**src/hw/lsd_pkg.sv**
```systemverilog
package lsd_pkg;

  // ************************************************************
  // register map, byte addresses
  // ************************************************************
  localparam logic [7:0] ADDR_CTRL = 8'h00;
  localparam logic [7:0] ADDR_STATUS = 8'h04;
  localparam logic [7:0] ADDR_FLAGS = 8'h08;

  // control register fields
  localparam int CTRL_CLR_BIT = 0;
  localparam int CTRL_OLP_BIT = 1;
  localparam int CTRL_SHT_BIT = 2;
  localparam int CTRL_OLA_LSB = 3;
  localparam int CTRL_DLY_LSB = 6;
  localparam int CTRL_HW_BIT = 8;

  // status register fields
  localparam int STAT_FAULT_BIT = 0;
  localparam int STAT_SUM_BIT = 1;
  localparam int STAT_OLP_BIT = 2;
  localparam int STAT_SHT_BIT = 3;
  localparam int STAT_BUSY_BIT = 4;

  // flag register fields
  localparam int FLG_OL_LSB = 0;
  localparam int FLG_SB_LSB = 4;
  localparam int FLG_SG_LSB = 8;

  localparam int NPH = 3;
  localparam int NSTRIKE = 3;

  // ************************************************************
  // timing
  // ************************************************************
  localparam int CLK_MHZ = 125;
  localparam int DLY_US_0 = 250;
  localparam int DLY_US_1 = 1250;
  localparam int DLY_US_2 = 5000;
  localparam int DLY_US_3 = 11500;
  localparam int HW_SHORT_US = 2000;
  localparam int CYC_W = 24;

  typedef enum logic [5:0] {
    ST_IDLE = 6'h01,
    ST_SBAT = 6'h02,
    ST_SGND = 6'h04,
    ST_OLPU = 6'h08,
    ST_OLPD = 6'h10,
    ST_DONE = 6'h20
  } lsd_state_t;

  typedef struct packed {
    logic [NPH-1:0] pullup_open_comparator;
    logic [NPH-1:0] pulldown_open_comparator;
    logic [NPH-1:0] drain_short_comparator;
    logic [NPH-1:0] source_short_comparator;
    logic [NPH-1:0] overshoot_comparator;
  } lsd_comp_t;

  typedef struct packed {
    logic pullup_src_en;
    logic pulldown_src_en;
    logic drain_pd_en;
    logic source_pu_en;
    logic gates_off;
  } lsd_src_t;

endpackage : lsd_pkg

```
**src/hw/lsd_diag.sv**
```systemverilog
// Chosen here: the APB interface to the registers and the register offsets.
module lsd_diag (
  // clock and reset
  input wire logic clock,
  input wire logic sys_rst,
  // apb slave
  input wire logic psel,
  input wire logic penable,
  input wire logic pwrite,
  input wire logic [7:0] paddr,
  input wire logic [31:0] pwdata,
  output logic [31:0] prdata,
  output logic pready,
  output logic pslverr,
  // device pins and analog front end
  input wire logic diag_disable_pin,
  input wire logic enable_reset_pulse,
  input wire logic [5:0] pwm_inputs,
  input wire logic [2:0] freewheel_window,
  input wire lsd_pkg::lsd_comp_t comps,
  output lsd_pkg::lsd_src_t sources,
  output logic fault_out_n
);

  // ************************************************************
  // helpers
  // ************************************************************
  function automatic logic [lsd_pkg::CYC_W-1:0] us_cyc(input int us);
    us_cyc = lsd_pkg::CYC_W'(us * lsd_pkg::CLK_MHZ);
  endfunction

  function automatic logic [lsd_pkg::CYC_W-1:0] dly_cyc(input logic [1:0] sel);
    case (sel)
      2'h0: dly_cyc = us_cyc(lsd_pkg::DLY_US_0);
      2'h1: dly_cyc = us_cyc(lsd_pkg::DLY_US_1);
      2'h2: dly_cyc = us_cyc(lsd_pkg::DLY_US_2);
      default: dly_cyc = us_cyc(lsd_pkg::DLY_US_3);
    endcase
  endfunction

  // set wins over a clear that lands in the same cycle
  function automatic logic [2:0] keep3(input logic clr, input logic [2:0] old,
                                       input logic [2:0] set);
    keep3 = (clr ? 3'h0 : old) | set;
  endfunction

  function automatic logic keep1(input logic clr, input logic old,
                                 input logic set);
    keep1 = (clr ? 1'b0 : old) | set;
  endfunction

  // ************************************************************
  // registers
  // ************************************************************
  lsd_pkg::lsd_state_t state_r, state_nxt;
  logic passive_openload_start_r;
  logic short_test_start_r;
  logic [2:0] active_open_enable_r;
  logic [1:0] diag_duration_select_r;
  logic hw_variant_r;
  logic [2:0] phase_open_flag_r, phase_supply_short_flag_r, phase_ground_short_flag_r;
  logic [2:0] pu_seen_r;
  logic [2:0] ola_arm_r;
  logic [2:0] ola_trip_r;
  logic [1:0] strike_r [3];
  logic fault_r, summary_r, openload_detected_r;
  logic [lsd_pkg::CYC_W-1:0] cnt_r;
  logic [5:0] pwm_q_r;
  logic wake_r;
  logic wake_pend_r;
  logic short_found_r;
  logic [31:0] prdata_r;
  logic pready_r, pslverr_r;
  lsd_pkg::lsd_src_t src_r;

  // ************************************************************
  // bus decode
  // ************************************************************
  wire sel_ctrl = (paddr == lsd_pkg::ADDR_CTRL);
  wire sel_stat = (paddr == lsd_pkg::ADDR_STATUS);
  wire sel_flg = (paddr == lsd_pkg::ADDR_FLAGS);
  // access taken once; pready_r masks the second access edge
  wire acc = psel && penable && !pready_r;
  wire wr = acc && pwrite;
  wire wr_ctrl = wr && sel_ctrl;
  wire hit = sel_ctrl || sel_stat || sel_flg;
  wire clr_cmd = (wr_ctrl && pwdata[lsd_pkg::CTRL_CLR_BIT]) || enable_reset_pulse;
  wire olp_wr_low = wr_ctrl && !pwdata[lsd_pkg::CTRL_OLP_BIT];
  wire in_olp = (state_r == lsd_pkg::ST_OLPU) || (state_r == lsd_pkg::ST_OLPD);
  wire in_sht = (state_r == lsd_pkg::ST_SBAT) || (state_r == lsd_pkg::ST_SGND);
  // any pwm change aborts, even a glitch one cycle wide
  wire input_chg = (pwm_inputs != pwm_q_r);
  wire olp_abort = in_olp && (input_chg || olp_wr_low);
  wire tmo = (cnt_r == '0);
  wire olp_go = passive_openload_start_r && !(hw_variant_r && diag_disable_pin);
  wire wake_olp = hw_variant_r && !diag_disable_pin;
  wire [lsd_pkg::CYC_W-1:0] dur = hw_variant_r ? us_cyc(lsd_pkg::HW_SHORT_US)
                                               : dly_cyc(diag_duration_select_r);
  wire [2:0] open_now = pu_seen_r & comps.pulldown_open_comparator;
  wire [2:0] sb_hit = (state_r == lsd_pkg::ST_SBAT) ? comps.drain_short_comparator : 3'h0;
  wire [2:0] sg_hit = (state_r == lsd_pkg::ST_SGND) ? comps.source_short_comparator : 3'h0;
  wire [2:0] ol_hit = (state_r == lsd_pkg::ST_OLPD && tmo && !olp_abort) ? open_now : 3'h0;
  wire ola_run = hw_variant_r ? !diag_disable_pin : 1'b1;
  wire [2:0] ola_en = hw_variant_r ? {3{ola_run}} : active_open_enable_r;
  wire [2:0] ola_evt;
  wire [2:0] ola_rep;
  // live hits count too, so a short in the last cycle still blocks the passive test
  wire any_short = (|phase_supply_short_flag_r) || (|phase_ground_short_flag_r)
                   || (|sb_hit) || (|sg_hit);
  wire any_open = (|ol_hit) || (|ola_rep);
  wire any_hit = any_open || (|sb_hit) || (|sg_hit);

  genvar g;
  generate
    for (g = 0; g < 3; g++)
    begin : g_ola
      // window closes without the overshoot comparator tripping
      assign ola_evt[g] = ola_en[g] && ola_arm_r[g] && !freewheel_window[g]
                          && !ola_trip_r[g] && !comps.overshoot_comparator[g];
      assign ola_rep[g] = ola_evt[g] && (strike_r[g] == 2'(lsd_pkg::NSTRIKE - 1));
    end
  endgenerate

  // ************************************************************
  // sequencer
  // ************************************************************
  always_comb
  begin
    state_nxt = state_r;
    case (state_r)
      lsd_pkg::ST_IDLE:
        if (short_test_start_r || wake_r)
          state_nxt = lsd_pkg::ST_SBAT;
        else if (olp_go)
          state_nxt = lsd_pkg::ST_OLPU;
      lsd_pkg::ST_SBAT:
        if (tmo)
          state_nxt = lsd_pkg::ST_SGND;
      lsd_pkg::ST_SGND:
        if (tmo)
          state_nxt = ((olp_go || wake_olp) && !any_short && !short_found_r) ? lsd_pkg::ST_OLPU
            : lsd_pkg::ST_DONE;
      lsd_pkg::ST_OLPU:
        if (olp_abort)
          state_nxt = lsd_pkg::ST_DONE;
        else if (tmo)
          state_nxt = lsd_pkg::ST_OLPD;
      lsd_pkg::ST_OLPD:
        if (olp_abort || tmo)
          state_nxt = lsd_pkg::ST_DONE;
      lsd_pkg::ST_DONE:
        state_nxt = lsd_pkg::ST_IDLE;
      default:
        state_nxt = lsd_pkg::ST_IDLE;
    endcase
  end

  always_ff @(posedge clock)
  begin
    if (sys_rst)
    begin
      state_r <= lsd_pkg::ST_IDLE;
      cnt_r <= '0;
      pwm_q_r <= 6'h00;
      wake_r <= 1'b0;
      short_found_r <= 1'b0;
      pu_seen_r <= 3'h0;
      src_r <= '0;
    end
    else
    begin
      state_r <= state_nxt;
      pwm_q_r <= pwm_inputs;
      // pin variant runs its shorts once after wake, disable pin low
      wake_r <= (state_r == lsd_pkg::ST_IDLE) && hw_variant_r && !diag_disable_pin
                && wake_pend_r;
      // every step reloads the full duration, so pull-up and pull-down take equal time
      if (state_nxt != state_r)
        cnt_r <= dur;
      else if (!tmo)
        cnt_r <= cnt_r - 1'b1;
      if (state_r == lsd_pkg::ST_IDLE && state_nxt == lsd_pkg::ST_SBAT)
        short_found_r <= 1'b0;
      else if (|sb_hit || |sg_hit)
        short_found_r <= 1'b1;
      if (state_r == lsd_pkg::ST_OLPU && tmo)
        pu_seen_r <= comps.pullup_open_comparator;
      src_r.gates_off <= (state_nxt != lsd_pkg::ST_IDLE) && (state_nxt != lsd_pkg::ST_DONE);
      src_r.pullup_src_en <= state_nxt == lsd_pkg::ST_OLPU;
      src_r.pulldown_src_en <= state_nxt == lsd_pkg::ST_OLPD;
      src_r.drain_pd_en <= state_nxt == lsd_pkg::ST_SBAT;
      src_r.source_pu_en <= state_nxt == lsd_pkg::ST_SGND;
    end
  end

  // ************************************************************
  // control bits and fault flags
  // ************************************************************
  always_ff @(posedge clock)
  begin
    if (sys_rst)
    begin
      passive_openload_start_r <= 1'b0;
      short_test_start_r <= 1'b0;
      active_open_enable_r <= 3'h0;
      diag_duration_select_r <= 2'h0;
      phase_open_flag_r <= 3'h0;
      phase_supply_short_flag_r <= 3'h0;
      phase_ground_short_flag_r <= 3'h0;
      fault_r <= 1'b0;
      summary_r <= 1'b0;
      openload_detected_r <= 1'b0;
      ola_arm_r <= 3'h0;
      for (int i = 0; i < 3; i++)
        strike_r[i] <= 2'h0;
    end
    else
    begin
      if (wr_ctrl)
      begin
        // start bit ignores writes of 1 while running, keeps value
        if (!in_olp || olp_wr_low)
          passive_openload_start_r <= pwdata[lsd_pkg::CTRL_OLP_BIT];
        short_test_start_r <= pwdata[lsd_pkg::CTRL_SHT_BIT];
        active_open_enable_r <= pwdata[lsd_pkg::CTRL_OLA_LSB +: 3];
        diag_duration_select_r <= pwdata[lsd_pkg::CTRL_DLY_LSB +: 2];
      end
      else if (state_r == lsd_pkg::ST_SGND && tmo)
        short_test_start_r <= 1'b0;
      if (olp_abort || (state_r == lsd_pkg::ST_OLPD && tmo)
          || (state_r == lsd_pkg::ST_SGND && tmo && (any_short || short_found_r)))
        passive_openload_start_r <= 1'b0;
      for (int i = 0; i < 3; i++)
      begin
        ola_arm_r[i] <= freewheel_window[i];
        if (freewheel_window[i] && comps.overshoot_comparator[i])
          strike_r[i] <= 2'h0;
        else if (ola_evt[i] && !ola_rep[i])
          strike_r[i] <= strike_r[i] + 2'h1;
        else if (ola_rep[i])
          strike_r[i] <= 2'h0;
      end
      // set wins over clear
      phase_open_flag_r <= keep3(clr_cmd, phase_open_flag_r, ol_hit | ola_rep);
      phase_supply_short_flag_r <= keep3(clr_cmd, phase_supply_short_flag_r, sb_hit);
      phase_ground_short_flag_r <= keep3(clr_cmd, phase_ground_short_flag_r, sg_hit);
      openload_detected_r <= keep1(clr_cmd, openload_detected_r, any_open);
      summary_r <= keep1(clr_cmd, summary_r, any_hit);
      fault_r <= keep1(clr_cmd, fault_r, any_hit);
    end
  end

  // ************************************************************
  // active open-load window tracking
  // ************************************************************
  // a trip anywhere in the window counts, not only at its closing edge
  always_ff @(posedge clock)
  begin
    if (sys_rst)
      ola_trip_r <= 3'h0;
    else
      for (int i = 0; i < lsd_pkg::NPH; i++)
        ola_trip_r[i] <= freewheel_window[i]
                         && ((ola_arm_r[i] && ola_trip_r[i]) || comps.overshoot_comparator[i]);
  end

  // one diagnostic run per wake; cleared once the supply-short step starts
  // kept pending so a wake run waits for the variant bit
  always_ff @(posedge clock)
  begin
    if (sys_rst)
      wake_pend_r <= 1'b1;
    else if (state_r == lsd_pkg::ST_SBAT)
      wake_pend_r <= 1'b0;
  end

  // ************************************************************
  // read mux and bus answer
  // ************************************************************
  wire [31:0] rd_ctrl = {23'h0, hw_variant_r, diag_duration_select_r, active_open_enable_r,
                         short_test_start_r, passive_openload_start_r, 1'b0};
  wire [31:0] rd_stat = {27'h0, state_r != lsd_pkg::ST_IDLE, in_sht, in_olp, summary_r, fault_r};
  wire [31:0] rd_flg = {21'h0, phase_ground_short_flag_r, 1'b0, phase_supply_short_flag_r,
                        openload_detected_r, phase_open_flag_r};
  wire [31:0] rd_mux = sel_ctrl ? rd_ctrl :
                       sel_stat ? rd_stat :
                       sel_flg ? rd_flg : 32'h0;

  always_ff @(posedge clock)
  begin
    if (sys_rst)
    begin
      prdata_r <= 32'h0;
      pready_r <= 1'b0;
      pslverr_r <= 1'b0;
      fault_out_n <= 1'b1;
    end
    else
    begin
      // one wait state: pready answers the cycle after the access edge
      pready_r <= acc;
      pslverr_r <= acc && !hit;
      prdata_r <= (acc && !pwrite) ? rd_mux : 32'h0;
      fault_out_n <= !fault_r;
    end
  end

  always_ff @(posedge clock)
  begin
    if (sys_rst)
      hw_variant_r <= 1'b0;
    else if (wr_ctrl)
      hw_variant_r <= pwdata[lsd_pkg::CTRL_HW_BIT];
  end

  assign prdata = prdata_r;
  assign pready = pready_r;
  assign pslverr = pslverr_r;
  assign sources = src_r;

endmodule // lsd_diag

```
**config.mk**
```make
export PLATFORM = sky130hd
export DESIGN_NAME = lsd_diag
export DESIGN_NICKNAME = d
export VERILOG_FILES = /design/src/hw/lsd_pkg.sv /design/src/hw/lsd_diag.sv
export SDC_FILE = /design/constraint.sdc
export NUM_CORES = 1
export LEC_CHECK = 0
export CAP_MARGIN = 20
export CELL_PAD_IN_SITES_DETAIL_PLACEMENT = 0
export CELL_PAD_IN_SITES_GLOBAL_PLACEMENT = 2
export CORE_MARGIN = 2
export CORE_UTILIZATION = 37
export DETAILED_ROUTE_END_ITERATION = 12
export DONT_BUFFER_PORTS = 1
export PLACE_DENSITY_LB_ADDON = 0.05
export SETUP_SLACK_MARGIN = 0.5
export SLEW_MARGIN = 10
export SYNTH_ARGS = -nofsm -noshare
export SYNTH_HDL_FRONTEND = slang
export SYNTH_SLANG_ARGS = --single-unit
```
**constraint.sdc**
```tcl
create_clock -name clock -period 3.24 [get_ports clock]
set_input_delay 0.648 -clock clock [delete_from_list [all_inputs] [get_ports clock]]
set_output_delay 0.648 -clock clock [all_outputs]
set_load 0.03 [all_outputs]
```
# After elaboration in Yosys (flattened, before gate mapping)
# Memory sizes are Yosys's and may differ from the RTL's.
# Index checks and enable logic that the tools add are counted.
[word_totals]
register_bits = 108
latch_bits = 0
ramBits = 6
mem_bits_ro = 0
inputBits = 71
out_inout_bits = 40
memories = 1
[memory_table]
columns = ["memory", "words", "width", "rd", "rd_ports_with_merged_regs", "wr", "line_no", "source"]
rows = [
  ["strike_r", 3, 2, 3, 0, 3, "lsd_diag.sv:65", "logic [1:0] strike_r [3];"],
]
[classes]
add_sub_neg = 4
multipliers = 0
n_div = 0
order_cmp = 0
n_eq_ne = 22
n_shift = 0
n_mux = 75
bitwise_logic = 19
n_reduce_logical = 114
[op_table]
columns = ["op", "count"]
rows = [
  ["$mux 24", 3],
  ["$pmux 21 s3", 1],
  ["$logic_and 1x1->1", 51],
  ["$mux 6", 8],
  ["$mux 1", 43],
  ["$pmux 6 s5", 1],
  ["$mux 9", 3],
  ["$logic_not 24->1", 1],
  ["$sub 24x1->24 const B", 1],
  ["$logic_not 1->1", 23],
  ["$logic_or 1x1->1", 23],
  ["$mux 3", 7],
  ["$reduce_or 3->1", 7],
  ["$mux 2", 9],
  ["$eq 6x2->1 const B", 2],
  ["$eq 6x3->1 const B", 2],
  ["$eq 6x4->1 const B", 2],
  ["$eq 6x5->1 const B", 2],
  ["$ne 6x1->1 const B", 2],
  ["$ne 6x6->1", 2],
  ["$or 1x1->1", 12],
  ["$or 3x3->3", 4],
  ["$eq 2x2->1 const B", 4],
  ["$eq 8x3->1 const B", 1],
  ["other kinds (15)", 20],
]

# Logic depth before layout (Yosys ltp)
[logic_depth]
depth_word = 15
ltp_mapped = 10

# Worst setup path after synthesis
# No wires, ideal clock.
[synth_timing]
path_type = "input-to-reg"
from = "in paddr[1]"
to = "reg cnt_r[7] in the netlist's numbering"
setup_time_ns = 0.072
arrival_time_ns = 2.596
path_slack_ns = 0.572
cell_stages = 7
n_path_buf = 1
cell_sequence = "or4_1 > nor4_1 > nor3_1 > a211o_1 > clkbuf_1 > o21ai_1 > mux2i_1"
[synth_via]
elab_chain_cells = 10
word_cells_on_any_way = 12
cone_classes = "eq/ne (2); mux (4); reduce/logical (6)"
[synth_rtl]
columns = ["element", "line_no", "source"]
rows = [
  ["from (decl)", "lsd_diag.sv:10", "input wire logic [7:0] paddr,"],
  ["$logic_not 8->1 (*)", "lsd_diag.sv:79", "wire sel_ctrl = (paddr == lsd_pkg::ADDR_CTRL);"],
  ["$logic_and 1x1->1 (*)", "lsd_diag.sv:85", "wire wr_ctrl = wr && sel_ctrl;"],
  ["$logic_and 1x1->1 (*)", "lsd_diag.sv:88", "wire olp_wr_low = wr_ctrl && !pwdata[lsd_pkg::CTRL_OLP_BIT];"],
  ["$logic_or 1x1->1 (*)", "lsd_diag.sv:93", "wire olp_abort = in_olp && (input_chg || olp_wr_low);"],
  ["$logic_and 1x1->1 (*)", "lsd_diag.sv:93", ""],
  ["$logic_or 1x1->1", "lsd_diag.sv:149", "if (olp_abort || tmo)"],
  ["$mux 6", "lsd_diag.sv:149", ""],
  ["$pmux 6 s5 (*)", "lsd_diag.sv:130", "case (state_r)"],
  ["$ne 6x6->1 (*)", "lsd_diag.sv:178", "if (state_nxt != state_r)"],
  ["$ne 2x1->1 (no source line) or $mux 24 (tied branches)", "-", ""],
  ["to (signal assigned)", "lsd_diag.sv:179", "cnt_r <= dur;"],
  ["to (signal assigned)", "lsd_diag.sv:181", "cnt_r <= cnt_r - 1'b1;"],
  ["to (decl)", "lsd_diag.sv:67", "logic [lsd_pkg::CYC_W-1:0] cnt_r;"],
]
# Mark *: on every way between the ends. The rest lies on a longest branch, timed or not.
# A chain may end at the register's enable or synchronous reset.

# Worst setup path in the final report
# Ends and elaborated chain as after synthesis.

==> impl_metrics.tcl <==
set metrics [dict create \
    cts_buffer_depth 2 \
    routed_wirelength_um 11300 \
    num_rows 40 \
    timing.max_slew.rel_slack_pct 36.2 \
    syn_avg_cell_area_um2 8.78 \
    nNetsFinal 589 \
    synthTopCellsByArea "dfxtp_1 39%, nor2_1 5.2%, edfxtp_1 4.1%" \
    initial_core_util_pct 37.4 \
    wl_per_cell_um 17.2 \
    ctsHtreeMaxLevel 3 \
    end_kind "flip-flop" \
    clock_sinks 93 \
    grt_pass1_vias 3517 \
    antenna_found_initial 0 \
    switchingPower_mw 0.963 \
    r2r-end "cnt_r[7]" \
    clk_latency_ps 350 \
    drc 0 \
    fin_area_um2 4880 \
    diodes 0 \
    seq_area_frac_synth_pct 43.3 \
    crit_type "primary input to flip-flop" \
    rsz0062_at_grt "false" \
    r2r_cells 7 \
    n_fill_cell 1192 \
    place_area_um2 4550 \
    globalRoute.totalOverflow 0 \
    finalHoldViolCount 0 \
    clock_skew_ps 9.77 \
    async_flop_share_pct 0 \
    cts_tree "done" \
    first_pass_iters 4 \
    hp-class "primary input to flip-flop" \
    synth_top_area_share_pct 39.2 \
    maxCapViolCount 0 \
    drive_gt1_share_pct 9.94 \
    clockPowerShare_pct 33.5 \
    synth_area_leader_cell "dfxtp_1" \
    setup_viol 0 \
    critPathArrivalTime_ps 2920 \
    period_needed_ps 2660 \
    crit_top_cell "buf_4" \
    ys_ff_latch 93 \
    reg2reg_slack_ps 640 \
    grt_use_total_pct 18.3 \
    synthToLayoutAreaGrowth_pct 9.94 \
    hpwl_um 8300 \
    die_area_um2 12900 \
    vdd_drop_max_uv 378 \
    ys.flop_type "dfxtp_1" \
    port_buffers 0 \
    tightest_slew_ps 956 \
    ios 111 \
    cts.clk_slew.worst_paths_ps 70 \
    p_comb_share_pct 25.1 \
    worst-path-max-fanout 8 \
    viasPerCell 5.27 \
    leakagePower_nw 1.81 \
    die_w_um 114 \
    fmax_mhz 376 \
    drt_iter0_drc 144 \
    cp_cell_sequence "or4_1 -> nor4_2 -> buf_4 -> nor3_1 -> a211o_1 -> o21ai_1 -> buf_4 -> mux2i_1" \
    grt_max_degree 79 \
    period_share_pct 82.0 \
    synth_edf_count 6 \
    gp_congestion 0.755 \
    yosysWarnings 0 \
    cts_inserted_buffers 9 \
    endpoint "cnt_r[7]" \
    grt_pass1_wl_um 18200 \
    cts-root-buf "clkbuf_16" \
    p_per_area_nw_per_um2 664 \
    mostFrequentLayoutCell "dfxtp_1" \
    max_stage_delay_ps 600 \
    critPathSlowestCell "or4_1" \
    fp.dieH_um 114 \
    switching_share_pct 29.7 \
    vias 3481 \
    fp.coreArea_um2 11900 \
    synth.distinct_cells 63 \
    synth_area_um2 4440 \
    outcome "completed" \
    ant_nets 0 \
    layout_common_cells "87 x dfxtp_1, 61 x nor2_1, 36 x nand2_1" \
    startpoint "paddr[1]" \
    drv_slew 0 \
    pwr-share-seq_pct 41.4 \
    synthCells 506 \
    internal_power_mw 2.28 \
    setup_tns_ps 0 \
    crit_path_start_kind "primary input" \
    r2r_start "cnt_r[14]" \
    worst_ep_required_time_ps 3500 \
]
[cells in the mapped netlist (all sizes together), types with 3 or more instances]
cell type / instances
a21oi: 35
nand2b: 12
buf: 25
nand4: 3
nor2b: 17
a221oi: 3
or4: 7
nor2: 62
or3: 5
ha: 10
mux2i: 13
dfxtp: 87
nor4b: 5
and3b: 3
nor4: 13
nand3: 8
nand2: 36
edfxtp: 6
o21ai: 14
or2: 6
and3: 3
o32ai: 7
clkbuf: 18
o211ai: 6
inv: 13
nor3: 23
xor2: 5
a211oi: 3
xnor2: 17
a22oi: 7
[power by group through the flow]
stage | sequential, mW | combinational, mW | clock [mW]
after floorplan | 1.34 | 0.676 | 0
after global routing | 1.35 | 0.913 | 1.16
final | 1.34 | 0.815 | 1.09
after CTS | 1.34 | 0.806 | 1.12
after global placement | 1.36 | 0.790 | 0
after detailed placement | 1.36 | 0.796 | 0
[worst max-delay path: cells and delay by family]
kind	cells	cell delay, ps
simple gates	3	1070
compound gates	2	610
buf+inv	2	360
mux	1	230
[logic make-up after synthesis]
group / after synthesis / synth area share (%)
buffers and inverters: 56 / 6.70
AND/OR/NAND/NOR: 214 / 25.5
AO/OA/AOI/OAI: 95 / 13.9
multiplexers: 15 / 3.44
XOR/XNOR: 22 / 4.34
other: 1 / 0.0844
flip-flops: 93 / 43.3
adder cells (fa/ha/maj): 10 / 2.82
[state kept, by name (all words and copies together) (netlist names), 2 cells and up]
name,cells
prdata,11
phase_ground_short_flag_r,3
phase_open_flag_r,3
sources,5
ola_arm_r,3
diag_duration_select_r,2
cnt_r,24
state_r,6
active_open_enable_r,3
pwm_q_r,6
phase_supply_short_flag_r,3
pu_seen_r,3
ola_trip_r,3
strike_r,6
[per-layer routing]
| layer | track usage (%) | wire (um) |
|---|---|---|
| met3 | 3.56 | 509 |
| met1 | 23.1 | 5230 |
| met2 | 30.6 | 5400 |
| met5 | 0 | 0 |
| met4 | 7.56 | 201 |
[what timing repair did]
action                                  in CTS  in global routing
hold buffers                                 0                  0
resized for setup                            2                  4
gates cloned                                 0                  0
endpoints found under the setup margin      13                 25
setup buffers                                0                  1
[through the flow]
step                      setup slack [ps]  hold WS (ps)  cells  power, mW  util (%)
after detailed placement               189           429    643       2.16      38.4
after floorplan                        572           383    526       2.02         -
after global routing                   461           351    660       3.43      41.2
after global placement                 127           429    643       2.15      38.4
final                                  582           355    660       3.24      41.2
after CTS                              462           348    659       3.26      40.9
[layout make-up]
type	instances	area, um^2	area share [%]
sequential	93	1920	39.4
clock buffer	12	256	5.25
clock inverter	4	47.5	0.974
inverter	13	48.8	0.999
multi-input combinational	377	2320	47.5
timing repair buffer	14	105	2.15
tap	147	184	3.77
[how the worst min path moves through the flow]
stage                        from      endpoint  cells past startpoint
final                     sys_rst  ola_arm_r[1]                      1
after global routing      sys_rst  ola_arm_r[1]                      1
after CTS                 sys_rst  ola_arm_r[1]                      1
after detailed placement  fault_r   fault_out_n                      1
after global placement    fault_r   fault_out_n                      1
after floorplan           fault_r   fault_out_n                      1
Note: power is estimated with default switching activity, not from simulation.
